$ cat src/shared/ssm_cfg.svh
// Purpose: register offsets, field positions, reset values and timing for the sync serial port
// Assumes: 32-bit classic Wishbone, byte addresses, one register per aligned word
// Notes:   data sits in bits 7:0, bits above read as zero
`ifndef SSM_CFG_SVH
`define SSM_CFG_SVH

`define SSM_ADR_INT_ENABLE   8'h00
`define SSM_ADR_INT_FLAGS    8'h04
`define SSM_ADR_RX_STATUS    8'h08
`define SSM_ADR_BAUD         8'h0C
`define SSM_ADR_TX_HOLD      8'h10
`define SSM_ADR_TX_STATUS    8'h14
`define SSM_ADR_RX_FIFO      8'h18

`define SSM_RST_INT_ENABLE   8'h00
`define SSM_RST_RX_STATUS    8'h00
`define SSM_RST_BAUD         8'h00
`define SSM_RST_TX_HOLD      8'h00

`define SSM_FLG_RX_PENDING   5
`define SSM_FLG_TX_EMPTY     4

`define SSM_BITS_NARROW      4'h8
`define SSM_BITS_WIDE        4'h9
`define SSM_PRESC_LOW_SPEED  4
`define SSM_FIFO_DEPTH       2

`endif

$ cat src/shared/ssm_pkg.sv
// Purpose: types shared by the sync serial port
// Assumes: fields are laid out msb first as software sees them
// Notes:   reserved bits and the framing error bit are carried as constant zero fields
package ssm_pkg;

  typedef enum logic [1:0] {
    SSM_IDLE,
    SSM_TX,
    SSM_RX
  } ssm_state_t;

  // receive status and control, bits 7..0
  typedef struct packed {
    logic port_enable;
    logic nine_bit_rx;
    logic single_rx_en;
    logic cont_rx_en;
    logic addr_detect_en;
    logic frame_err;
    logic overrun_flag;
    logic rx_ninth_bit;
  } ssm_rx_ctl_t;

  // transmit status and control, bits 7..0
  typedef struct packed {
    logic clock_source_master;
    logic nine_bit_tx;
    logic tx_enable;
    logic sync_mode_sel;
    logic unused;
    logic high_baud_sel;
    logic tsr_empty;
    logic tx_ninth_bit;
  } ssm_tx_ctl_t;

endpackage

$ cat src/design/ssm_top.sv
// Purpose: synchronous half-duplex serial port, master or slave, behind a Wishbone slave
// Assumes: pins and far-end clock are asynchronous and pass two flip-flops first
// Notes:   clock line idles low; leading edge rising, trailing edge falling; lsb first
// Notes on behaviour
// - master receive turns off the data line driver
// - master reception starts when either single or continuous receive enable is set
// - single receive clocks exactly one character then clears its own enable
// - continuous receive keeps clocking characters until its enable is cleared or overrun sets
// - clearing continuous enable mid character stops the clock and drops the part
// - both enables set: single clears after first character, continuous goes on
// - data sampled on trailing clock edge and shifted into receive shift register
// - complete character moves into two-entry fifo and sets receive pending flag
// - fifo top shows oldest unread low byte; pending stays while unread remain
// - slave turns off clock line driver and takes clock from far end
// - data changes on leading edge, valid at trailing edge, one bit per cycle
// - third character with full fifo sets overrun, keeps both, accepts no more
// - overrun clears by fifo read in single mode or by clearing continuous enable
// - clearing port enable resets the unit and clears a pending overrun
// - nine-bit receive shifts nine bits; ninth bit shows msb of oldest entry
// - master drives clock line, one cycle per data bit, no extra cycles
// - holding byte waits while shifting, moves once shift register empty, then shifts
// - transmit buffer empty flag sets when holding byte moves to shift register
//
// Chosen here: the register offsets and register access over Wishbone.
`timescale 1ns/100ps
`include "ssm_cfg.svh"

module ssm_top #(
  parameter int BAUD_W   = 8,
  parameter int PRESC_LO = `SSM_PRESC_LOW_SPEED
) (
  input  wire logic        clock_in,
  input  wire logic        arst_n_in,
  input  wire logic        ce_in,
  input  wire logic        wb_cyc_in,
  input  wire logic        wb_stb_in,
  input  wire logic        wb_we_in,
  input  wire logic [7:0]  wb_adr_in,
  input  wire logic [3:0]  wb_sel_in,
  input  wire logic [31:0] wb_dat_in,
  output logic      [31:0] wb_dat_out,
  output logic             wb_ack_out,
  input  wire logic        data_line_in,
  output logic             data_line_out,
  output logic             data_line_oe_out,
  input  wire logic        clock_line_in,
  output logic             clock_line_out,
  output logic             clock_line_oe_out
);

  // three extra bits cover the widest low speed scale
  localparam int CNT_W = BAUD_W + 3;

  if (BAUD_W != 8) begin : g_chk_w
    $error("ssm_top: baud divisor must be 8 bits wide");
  end
  if (PRESC_LO < 1 || PRESC_LO > 8) begin : g_chk_p
    $error("ssm_top: low speed prescale must be 1 to 8");
  end
  // counter must hold the slowest half period
  if ((2 ** BAUD_W) * PRESC_LO > (2 ** CNT_W)) begin : g_chk_cnt
    $error("ssm_top: baud counter too narrow");
  end

  // pin synchronisers; first stage feeds only the second
  logic              dl_meta,    next_dl_meta;
  logic              dl_sync,    next_dl_sync;
  logic              ck_meta,    next_ck_meta;
  logic              ck_sync,    next_ck_sync;
  logic              ck_prev,    next_ck_prev;

  // registers and engine state
  ssm_pkg::ssm_rx_ctl_t rc,         next_rc;
  ssm_pkg::ssm_tx_ctl_t tc,         next_tc;
  ssm_pkg::ssm_state_t  state,      next_state;
  logic [7:0]           int_en,     next_int_en;
  logic [BAUD_W-1:0]    divisor,    next_divisor;
  logic [7:0]           hold,       next_hold;
  logic                 hold_full,  next_hold_full;
  logic [8:0]           tx_shift_reg,        next_tsr;
  logic                 tsr_full,   next_tsr_full;
  logic [8:0]           rx_shift_reg,        next_rsr;
  logic [3:0]           bit_cnt,    next_bit_cnt;
  logic [3:0]           char_bits,  next_char_bits;
  logic [CNT_W-1:0]     baud_cnt,   next_baud_cnt;
  logic                 ck_level,   next_ck_level;
  logic                 dout,       next_dout;
  logic [8:0]           fifo [`SSM_FIFO_DEPTH];
  logic [8:0]           next_fifo [`SSM_FIFO_DEPTH];
  logic                 rptr,       next_rptr;
  logic [1:0]           fcount,     next_fcount;
  logic                 ack,        next_ack;
  logic [31:0]          rdata,      next_rdata;

  logic             req;
  logic             wr;
  logic             rd;
  logic             active;
  logic             master;
  logic             rx_mode;
  logic             lead;
  logic             trail;
  logic             tick;
  logic             last_bit;
  logic [CNT_W-1:0] reload;
  logic [8:0]       mux_top;

  // first stage may go metastable; only the second stage reads it
  always_comb begin
    next_dl_meta = data_line_in;
    next_dl_sync = dl_meta;
    next_ck_meta = clock_line_in;
    next_ck_sync = ck_meta;
    next_ck_prev = ck_sync;
  end

  always_ff @(posedge clock_in or negedge arst_n_in) begin
    if (!arst_n_in) begin
      dl_meta <= 1'b0;
      dl_sync <= 1'b0;
      ck_meta <= 1'b0;
      ck_sync <= 1'b0;
      ck_prev <= 1'b0;
    end else if (ce_in) begin
      dl_meta <= next_dl_meta;
      dl_sync <= next_dl_sync;
      ck_meta <= next_ck_meta;
      ck_sync <= next_ck_sync;
      ck_prev <= next_ck_prev;
    end
  end

  assign active  = rc.port_enable && tc.sync_mode_sel;
  assign master  = tc.clock_source_master;
  // slave ignores single receive enable
  assign rx_mode = master ? (rc.single_rx_en || rc.cont_rx_en) : rc.cont_rx_en;
  // low speed stretches each divisor step by the prescale
  assign reload  = tc.high_baud_sel ? CNT_W'(divisor) :
                   CNT_W'((32'(divisor) + 32'd1) * 32'(PRESC_LO) - 32'd1);
  // with high speed select, a divisor of zero gives a one-cycle half period
  assign tick    = (baud_cnt == '0);
  assign lead    = master ? (tick && !ck_level) : (ck_sync && !ck_prev);
  assign trail   = master ? (tick && ck_level) : (!ck_sync && ck_prev);
  assign last_bit = (bit_cnt + 4'h1 == char_bits);
  assign mux_top = fifo[rptr];

  always_comb begin
    next_rc        = rc;
    next_tc        = tc;
    next_state     = state;
    next_int_en    = int_en;
    next_divisor   = divisor;
    next_hold      = hold;
    next_hold_full = hold_full;
    next_tsr       = tx_shift_reg;
    next_tsr_full  = tsr_full;
    next_rsr       = rx_shift_reg;
    next_bit_cnt   = bit_cnt;
    next_char_bits = char_bits;
    next_baud_cnt  = baud_cnt;
    next_ck_level  = ck_level;
    next_dout      = dout;
    next_fifo      = fifo;
    next_rptr      = rptr;
    next_fcount    = fcount;
    next_rdata     = rdata;

    // bus: one request taken per ack; effects land with the ack edge
    req      = wb_cyc_in && wb_stb_in && !ack;
    wr       = req && wb_we_in && wb_sel_in[0];
    rd       = req && !wb_we_in;
    next_ack = req;
    if (rd) begin
      next_rdata = 32'h0000_0000;
      if (wb_adr_in == `SSM_ADR_INT_ENABLE) begin
        next_rdata[7:0] = int_en;
      end else if (wb_adr_in == `SSM_ADR_INT_FLAGS) begin
        next_rdata[`SSM_FLG_RX_PENDING] = (fcount != 2'h0);
        next_rdata[`SSM_FLG_TX_EMPTY]   = !hold_full;
      end else if (wb_adr_in == `SSM_ADR_RX_STATUS) begin
        next_rdata[7:0] = {rc[7:1], (fcount != 2'h0) && mux_top[8]};
      end else if (wb_adr_in == `SSM_ADR_BAUD) begin
        next_rdata[7:0] = divisor;
      end else if (wb_adr_in == `SSM_ADR_TX_STATUS) begin
        next_rdata[7:0] = {tc[7:2], !tsr_full, tc[0]};
      end else if (wb_adr_in == `SSM_ADR_RX_FIFO) begin
        next_rdata[7:0] = (fcount != 2'h0) ? mux_top[7:0] : 8'h00;
      end
    end

    // pop before any push so a full fifo read frees room this cycle
    if (rd && wb_adr_in == `SSM_ADR_RX_FIFO && fcount != 2'h0) begin
      next_rptr   = !rptr;
      next_fcount = fcount - 2'h1;
      if (!rc.cont_rx_en) begin
        next_rc.overrun_flag = 1'b0;
      end
    end
    if (wr && wb_adr_in == `SSM_ADR_RX_STATUS && !wb_dat_in[4]) begin
      next_rc.overrun_flag = 1'b0;
    end

    // holding byte moves into an empty shift register at once
    if (active && tc.tx_enable && hold_full && !tsr_full && !rx_mode) begin
      next_tsr       = {tc.tx_ninth_bit, hold};
      next_tsr_full  = 1'b1;
      next_hold_full = 1'b0;
    end

    if (state != ssm_pkg::SSM_IDLE && master) begin
      next_baud_cnt = tick ? reload : baud_cnt - CNT_W'(1);
    end

    case (state)
      ssm_pkg::SSM_IDLE: begin
        next_ck_level = 1'b0;
        next_bit_cnt  = 4'h0;
        next_baud_cnt = reload;
        if (active && rx_mode && !rc.overrun_flag) begin
          next_state     = ssm_pkg::SSM_RX;
          next_char_bits = rc.nine_bit_rx ? `SSM_BITS_WIDE : `SSM_BITS_NARROW;
        end else if (active && !rx_mode && tc.tx_enable && tsr_full) begin
          next_state     = ssm_pkg::SSM_TX;
          next_char_bits = tc.nine_bit_tx ? `SSM_BITS_WIDE : `SSM_BITS_NARROW;
        end
      end
      ssm_pkg::SSM_TX: begin
        if (!active || !tc.tx_enable || rx_mode) begin
          next_state    = ssm_pkg::SSM_IDLE;
          next_tsr_full = 1'b0;
          next_ck_level = 1'b0;
        end else if (lead) begin
          next_dout     = tx_shift_reg[0];
          next_tsr      = {1'b0, tx_shift_reg[8:1]};
          // a slave keeps its own clock output low
          next_ck_level = master;
        end else if (trail) begin
          next_ck_level = 1'b0;
          next_bit_cnt  = bit_cnt + 4'h1;
          if (last_bit) begin
            next_state    = ssm_pkg::SSM_IDLE;
            next_tsr_full = 1'b0;
          end
        end
      end
      default: begin
        if (!active || !rx_mode) begin
          // partial character dropped, clock stops low at once
          next_state    = ssm_pkg::SSM_IDLE;
          next_ck_level = 1'b0;
        end else if (lead) begin
          // a slave keeps its own clock output low
          next_ck_level = master;
        end else if (trail) begin
          next_ck_level        = 1'b0;
          next_rsr[bit_cnt]    = dl_sync;
          next_bit_cnt         = bit_cnt + 4'h1;
          if (last_bit) begin
            next_state = ssm_pkg::SSM_IDLE;
            if (master) begin
              next_rc.single_rx_en = 1'b0;
            end
            if (next_fcount == 2'(`SSM_FIFO_DEPTH)) begin
              next_rc.overrun_flag = 1'b1;
            end else begin
              next_fifo[next_rptr ^ next_fcount[0]] = {rc.nine_bit_rx && dl_sync,
                                                     rc.nine_bit_rx ? rx_shift_reg[7:0] : {dl_sync, rx_shift_reg[6:0]}};
              next_fcount = next_fcount + 2'h1;
            end
          end
        end
      end
    endcase

    // software writes last: a set by software beats a hardware clear
    if (wr) begin
      if (wb_adr_in == `SSM_ADR_INT_ENABLE) begin
        next_int_en = wb_dat_in[7:0];
      end else if (wb_adr_in == `SSM_ADR_RX_STATUS) begin
        next_rc.port_enable    = wb_dat_in[7];
        next_rc.nine_bit_rx    = wb_dat_in[6];
        next_rc.single_rx_en   = wb_dat_in[5];
        next_rc.cont_rx_en     = wb_dat_in[4];
        next_rc.addr_detect_en = wb_dat_in[3];
      end else if (wb_adr_in == `SSM_ADR_BAUD) begin
        next_divisor = wb_dat_in[BAUD_W-1:0];
      end else if (wb_adr_in == `SSM_ADR_TX_HOLD) begin
        next_hold      = wb_dat_in[7:0];
        next_hold_full = 1'b1;
      end else if (wb_adr_in == `SSM_ADR_TX_STATUS) begin
        next_tc.clock_source_master = wb_dat_in[7];
        next_tc.nine_bit_tx         = wb_dat_in[6];
        next_tc.tx_enable           = wb_dat_in[5];
        next_tc.sync_mode_sel       = wb_dat_in[4];
        next_tc.high_baud_sel       = wb_dat_in[2];
        next_tc.tx_ninth_bit        = wb_dat_in[0];
      end
    end

    // unit held in reset while disabled; holding register survives
    if (!rc.port_enable) begin
      next_state           = ssm_pkg::SSM_IDLE;
      next_rc.overrun_flag = 1'b0;
      next_fcount          = 2'h0;
      next_rptr            = 1'b0;
      next_tsr_full        = 1'b0;
      next_ck_level        = 1'b0;
      next_dout            = 1'b0;
    end
  end

  always_ff @(posedge clock_in or negedge arst_n_in) begin
    if (!arst_n_in) begin
      rc        <= ssm_pkg::ssm_rx_ctl_t'(`SSM_RST_RX_STATUS);
      tc        <= '0;
      state     <= ssm_pkg::SSM_IDLE;
      int_en    <= `SSM_RST_INT_ENABLE;
      divisor   <= BAUD_W'(`SSM_RST_BAUD);
      hold      <= `SSM_RST_TX_HOLD;
      hold_full <= 1'b0;
      tx_shift_reg       <= 9'h000;
      tsr_full  <= 1'b0;
      rx_shift_reg       <= 9'h000;
      bit_cnt   <= 4'h0;
      char_bits <= `SSM_BITS_NARROW;
      baud_cnt  <= '0;
      ck_level  <= 1'b0;
      dout      <= 1'b0;
      fifo      <= '{default: 9'h000};
      rptr      <= 1'b0;
      fcount    <= 2'h0;
      ack       <= 1'b0;
      rdata     <= 32'h0000_0000;
    end else if (ce_in) begin
      rc        <= next_rc;
      tc        <= next_tc;
      state     <= next_state;
      int_en    <= next_int_en;
      divisor   <= next_divisor;
      hold      <= next_hold;
      hold_full <= next_hold_full;
      tx_shift_reg       <= next_tsr;
      tsr_full  <= next_tsr_full;
      rx_shift_reg       <= next_rsr;
      bit_cnt   <= next_bit_cnt;
      char_bits <= next_char_bits;
      baud_cnt  <= next_baud_cnt;
      ck_level  <= next_ck_level;
      dout      <= next_dout;
      fifo      <= next_fifo;
      rptr      <= next_rptr;
      fcount    <= next_fcount;
      ack       <= next_ack;
      rdata     <= next_rdata;
    end
  end

  assign wb_ack_out        = ack;
  assign wb_dat_out        = rdata;
  assign clock_line_out    = ck_level;
  assign clock_line_oe_out = active && master;
  // receive mode releases the data line for the far end
  assign data_line_out     = dout;
  assign data_line_oe_out  = active && !rx_mode && tc.tx_enable;

endmodule

$ cat config.mk
export PLATFORM = sky130hd
export DESIGN_NAME = ssm_top
export DESIGN_NICKNAME = d
export VERILOG_FILES = /design/src/shared/ssm_pkg.sv /design/src/design/ssm_top.sv
export VERILOG_INCLUDE_DIRS = /design/src /design/src/shared
export SDC_FILE = /design/constraint.sdc
export NUM_CORES = 1
export LEC_CHECK = 0
export BUFFER_PORTS_ARGS = -buffer_cell sky130_fd_sc_hd__buf_2
export CAP_MARGIN = 0
export CORE_MARGIN = 2
export CORE_UTILIZATION = 55
export CTS_CLUSTER_DIAMETER = 120
export DETAILED_ROUTE_END_ITERATION = 8
export GPL_TIMING_DRIVEN = 1
export PLACE_DENSITY_LB_ADDON = 0.12
export SETUP_SLACK_MARGIN = 0.02
export SLEW_MARGIN = 20
export SYNTH_ARGS = -nofsm -noshare
export SYNTH_HDL_FRONTEND = slang
export SYNTH_SLANG_ARGS = --single-unit
$ cat constraint.sdc
create_clock -name clock_in -period 6.27 [get_ports clock_in]
set_clock_uncertainty 0.15 [all_clocks]
set_input_delay 0.9405 -clock clock_in [delete_from_list [all_inputs] [get_ports clock_in]]
set_output_delay 0.9405 -clock clock_in [all_outputs]
set_load 0.02 [all_outputs]
# After elaboration in Yosys (flattened, before gate mapping)
# Cells that the tools add are included.
[word_totals]
register_bits = 114
in_bits = 52
out_inout_bits = 37
wordCells = 240
[op_classes]
addsub = 6
n_lt_le_gt_ge = 5
n_eq_ne = 15
mux = 100
bitwise_logic = 11
reduce_logical = 67
[ops]
columns = ["cell", "n"]
rows = [
  ["$mux W9", 8],
  ["$mux W8", 7],
  ["$mux W1", 46],
  ["$mux W11", 4],
  ["$mux W2", 18],
  ["$logic_and A1 B1 Y1", 29],
  ["$mux W4", 7],
  ["$eq A8 B5 Y1 const B", 3],
  ["$sub A11 B1 Y11 const B", 2],
  ["$bwmux W18", 1],
  ["$eq A8 B4 Y1 const B", 2],
  ["$reduce_and A7 Y1", 2],
  ["$logic_not A1 Y1", 13],
  ["$logic_not A11 Y1", 1],
  ["$reduce_and A5 Y1", 2],
  ["$add A8 B1 Y9 const B", 1],
  ["$bwmux W9", 1],
  ["$demux W9 S1", 1],
  ["$mux W3", 3],
  ["$reduce_and A3 Y1", 3],
  ["$eq A8 B3 Y1 const B", 1],
  ["$logic_not A8 Y1", 1],
  ["$not A1 Y1", 8],
  ["$pmux W4 S2", 1],
  ["other kinds (26)", 39],
]

# Longest topological paths before layout
[depth]
ltp_word = 14
ltp_mapped = 10
mapped_depth_nobuf = 10

# Least setup slack after synthesis
# No wires, ideal clock.
[synth_timing]
path_kind = "input to register"
from = "input port wb_adr_in[5]"
to = "register fifo[0] (netlist name)"
t_arrival_ns = 3.236
path_slack_ns = 2.759
cell_stages = 7
n_path_buf = 0
cell_sequence = "nor4b_2 -> nand4_1 -> nand2_1 -> o21ai_0 -> ha_1 -> nor4_4 -> mux2_2"
[synth_via]
elab_chain_len = 11
word_cells_on_any_way = 16
cone_classes = "2 x order compare; 2 x eq/ne; 5 x mux; 3 x bitwise; 4 x reduce/logical"
[synth_lines]
columns = ["element", "line_no", "text"]
rows = [
  ["start, declared", "ssm_top.sv:38", "input wire logic [7:0] wb_adr_in,"],
  ["$eq A8 B5 Y1 (no line) (*)", "--", ""],
  ["$logic_and A1 B1 Y1 (no line) (*)", "--", ""],
  ["$logic_and A1 B1 Y1 (*)", "ssm_top.sv:192", "if (rd && wb_adr_in == `SSM_ADR_RX_FIFO && fcount != 2'h0) begin"],
  ["$mux W1 or $mux W2 (tied branches)", "ssm_top.sv:192", ""],
  ["$xor A1 B1 Y1", "ssm_top.sv:266", "next_fifo[next_rptr ^ next_fcount[0]] = {rc.nine_bit_rx && dl_sync,"],
  ["$not A1 Y2", "ssm_top.sv:267", "rc.nine_bit_rx ? rx_shift_reg[7:0] : {dl_sync, rx_shift_reg[6:0]}};"],
  ["$ge A2 B2 Y1 (not written as such) or $lt A2 B1 Y1 (tied branches)", "ssm_top.sv:266", ""],
  ["$logic_and A1 B1 Y1", "ssm_top.sv:266", ""],
  ["$mux W9", "ssm_top.sv:267", ""],
  ["$demux W9 S1", "ssm_top.sv:266", ""],
  ["$bwmux W18", "ssm_top.sv:266", ""],
  ["end signal, assigned", "ssm_top.sv:350", "fifo <= next_fifo;"],
  ["end, declared", "ssm_top.sv:88", "logic [8:0] fifo [`SSM_FIFO_DEPTH];"],
]
# Every way passes the cells marked *; elsewhere a longest branch is shown, timed or not.
# A chain may end at the register's enable or synchronous reset.

# Worst setup path in the final report
[layout_timing]
from = "register fcount[0]"
to = "register fifo[0] (netlist name)"
[layout_via]
elab_chain_len = 10
word_cells_on_any_way = 16
cone_classes = "1 x add/sub; 2 x order compare; 1 x eq/ne; 5 x mux; 3 x bitwise; 4 x reduce/logical"
[layout_lines]
columns = ["element", "line_no", "text"]
rows = [
  ["start, declared", "ssm_top.sv:91", "logic [1:0] fcount, next_fcount;"],
  ["start signal, assigned", "ssm_top.sv:352", "fcount <= next_fcount;"],
  ["branches (longest 10 deep; another with $sub A2 B1 Y2)", "--", ""],
]
# Several ways; the timed one is not identified.

==> flow_summary.toml <==
[global_routing]
grt-ovfl-total = 0
grt_pass1_vias = 4599
grt_max_degree = 64
grt_use_total_pct = 25.63
antenna_found_initial = 0
grt_first_pass_wirelength_um = 23170

[critical_path]
crit_chain = "inv_1 > ha_1 > nor4_1 > nand4_1 > nand2_1 > o21ai_0 > ha_1 > nor4_4 > mux2_2"
slowest_delay_ns = 0.67
end_kind = "flop"
cpMaxStageDelayCell = "nor4_4"
cpMostUsedCell = "ha_1"
required_ns = 6.40
cp_max_fo = 9
cp.arrival_ns = 3.72
cp-start-kind = "flop"
crit_type = "reg2reg"

[worst_hold_path]
hold_class = "reg2reg"

[synthesis]
synth.area.top_cells = "dfrtp_1, mux2_2, o21ai_0, mux2i_1, buf_4"
synthCells = 611
synth-warning-count = 0
seq_area_frac_synth_pct = 44.91
synth_area_mm2 = 0.006130
synth_ff_type = "dfrtp_1"
async_reset_ff_share_pct = 100.0
synth_top_area_share_pct = 44.91
ys_ff_latch = 110
synth_top_area_cell = "dfrtp_1"
synth-edff-count = 0
synth.distinct_cells = 65
avgSynthCellArea_um2 = 10.03

[power_and_ir_drop]
powerDensity_mw_per_mm2 = 211.3
finalPower_w = 0.001376
ir_drop_mv = 0.1897
p_leak_nw = 3.090

[clocking]
h-tree-depth = 3
clk_pin_slew_ns = 0.10
worstSkewPairLatency_ns = 0.39
clockRootBuffer = "clkbuf_8"
clock_path_buffers = 2
hold_buffers = 0
cts_made_buffers = 9
cts_num_sinks = 110
post_cts_buffers = 0
cts_tree = "built"
ctsResizeCount = 0

[finish]
num_antenna_cells = 0
utilization_pct = 60.08
regArea_mm2 = 0.002753
nNetsFinal = 692
drive_gt1_share_pct = 20.19
fin_area_mm2 = 0.006513
largest_reg_flops = 18
area_growth_syn_to_layout_pct = 6.246
fillers = 955
multiInputGateArea_mm2 = 0.003074

[floorplan]
num_rows = 38
ios = 89
initial_utilization_pct = 56.54
dieArea_mm2 = 0.01201
die_h_um = 109.6
die_w_um = 109.6
coreArea_mm2 = 0.01084

[routing]
wl_um = 14620
viasPerCell = 6.205
vias = 4803
dr.pass1.iters = 5
post_drt_wl_per_cell_um = 18.89
drtIter0Drc = 428
detail-route-antenna-nets = 0
drc = 0

[place]
place.gp.congestion = 0.8753
place_area_mm2 = 0.006302
port_buffers = 37
hpwl_um = 10500

[sta]
max-slew-margin-rel_pct = 24.25
tns_ns = 0
worst_pin_slew_ns = 1.128
min_period_ns = 3.593
period_share_pct = 57.31
fmax_mhz = 278.3
finalSetupViolCount = 0
slew_violations = 0
rsz0062_at_grt = "no"
hold_viol = 0

[flow_run]
maxCapViolCount = 0

[run_status]
status = "completed"
[Yosys cell counts, drive strengths merged, types with 6 or more instances]
library cell  number
mux2i             18
clkbuf            23
nor2              34
a22o              12
o21ai             48
dfrtp            110
a21oi             24
nand3             24
inv               25
o22ai              7
nand4              6
a21o              12
mux2              63
ha                 9
buf               30
nor3              21
xnor2              7
nor4               6
a31oi              8
nand2             45
[worst max-delay path: cells and delay by family, from the launching register on]
family	cells	cell delay, ns
muxes	1	0.41
DFF	1	0.46
and+or+nand+nor	4	1.65
AOI/OAI and AO/OA	1	0.14
adders and majority gates	2	0.55
buffers and inverters	1	0.13
[worst paths after layout]
kind                                start          end  slack [ns]  cells after the start
min in group asynchronous       arst_n_in  baud_cnt[3]        0.41                      1
worst min register to register    ck_meta      ck_sync        0.34                      2
worst min-delay path              ck_meta      ck_sync        0.34                      2
worst max register to register  fcount[0]      fifo[0]        2.68                      9
worst max-delay path            fcount[0]      fifo[0]        2.68                      9
max in group asynchronous       arst_n_in      fifo[7]        4.33                      2
[kinds of logic after synthesis]
family | after synthesis | synth area share, %
AND/OR/NAND/NOR | 170 | 14.57
AO/OA/AOI/OAI | 149 | 16.04
XOR/XNOR | 12 | 1.715
buffers and inverters | 79 | 6.348
other | 1 | 0.06118
adder cells (fa/ha/maj) | 9 | 1.837
flip-flops | 110 | 44.91
multiplexers | 81 | 14.51
[report_power, final]
part           switching, W  total [W]  internal [W]
Sequential        0.0000182   0.000748      0.000730
Combinational      0.000108   0.000156     0.0000484
Clock              0.000240   0.000471      0.000231
Total              0.000366    0.00138       0.00101
[layout make-up]
cell class	instances	area share [%]
Timing Repair Buffer	39	3.112
Inverter	26	1.499
Clock inverter	4	1.114
Sequential cell	110	42.27
Tap cell	140	2.690
Clock buffer	10	2.113
Multi-Input combinational cell	445	47.20
[routing by layer]
metal	global-route usage, %	up-vias	part of all wire, %
met5	0	-	0
met4	9.584	0	2.5
met1	34.30	2374	43
li1	-	2217	-
met3	5.809	35	5.8
met2	40.83	177	49
[stage by stage]
stage / setup slack [ns] / std cells / hold slack, ns
after global routing: 2.408 / 774 / 0.3599
after CTS: 2.717 / 774 / 0.3407
after floorplan: 2.759 / 634 / 0.2988
after detailed placement: 2.450 / 760 / 0.3156
final: 2.677 / 774 / 0.3377
after global placement: 2.541 / 760 / 0.3095
[cell usage in the layout (no fill, tap or decap), types with 3 or more instances in the layout]
cell	instances
buf_2	36
a22oi_1	4
and3_1	5
dfrtp_1	110
o22a_1	3
a21oi_1	24
xor2_1	5
nand3_1	23
nand2_1	45
ha_1	9
o31ai_1	3
nor2_1	34
a21o_1	12
conb_1	24
o22ai_1	7
nor4_1	4
nor3_1	20
clkbuf_8	10
buf_4	3
or2_2	4
nand4_1	6
xnor2_1	7
mux2_2	63
mux2i_1	18
a31oi_1	8
o21ai_0	47
o211ai_1	4
a22o_1	12
or3_1	4
inv_1	25
a32o_1	3
nand2b_1	5
No activity file was read; power rests on OpenSTA's default activity.
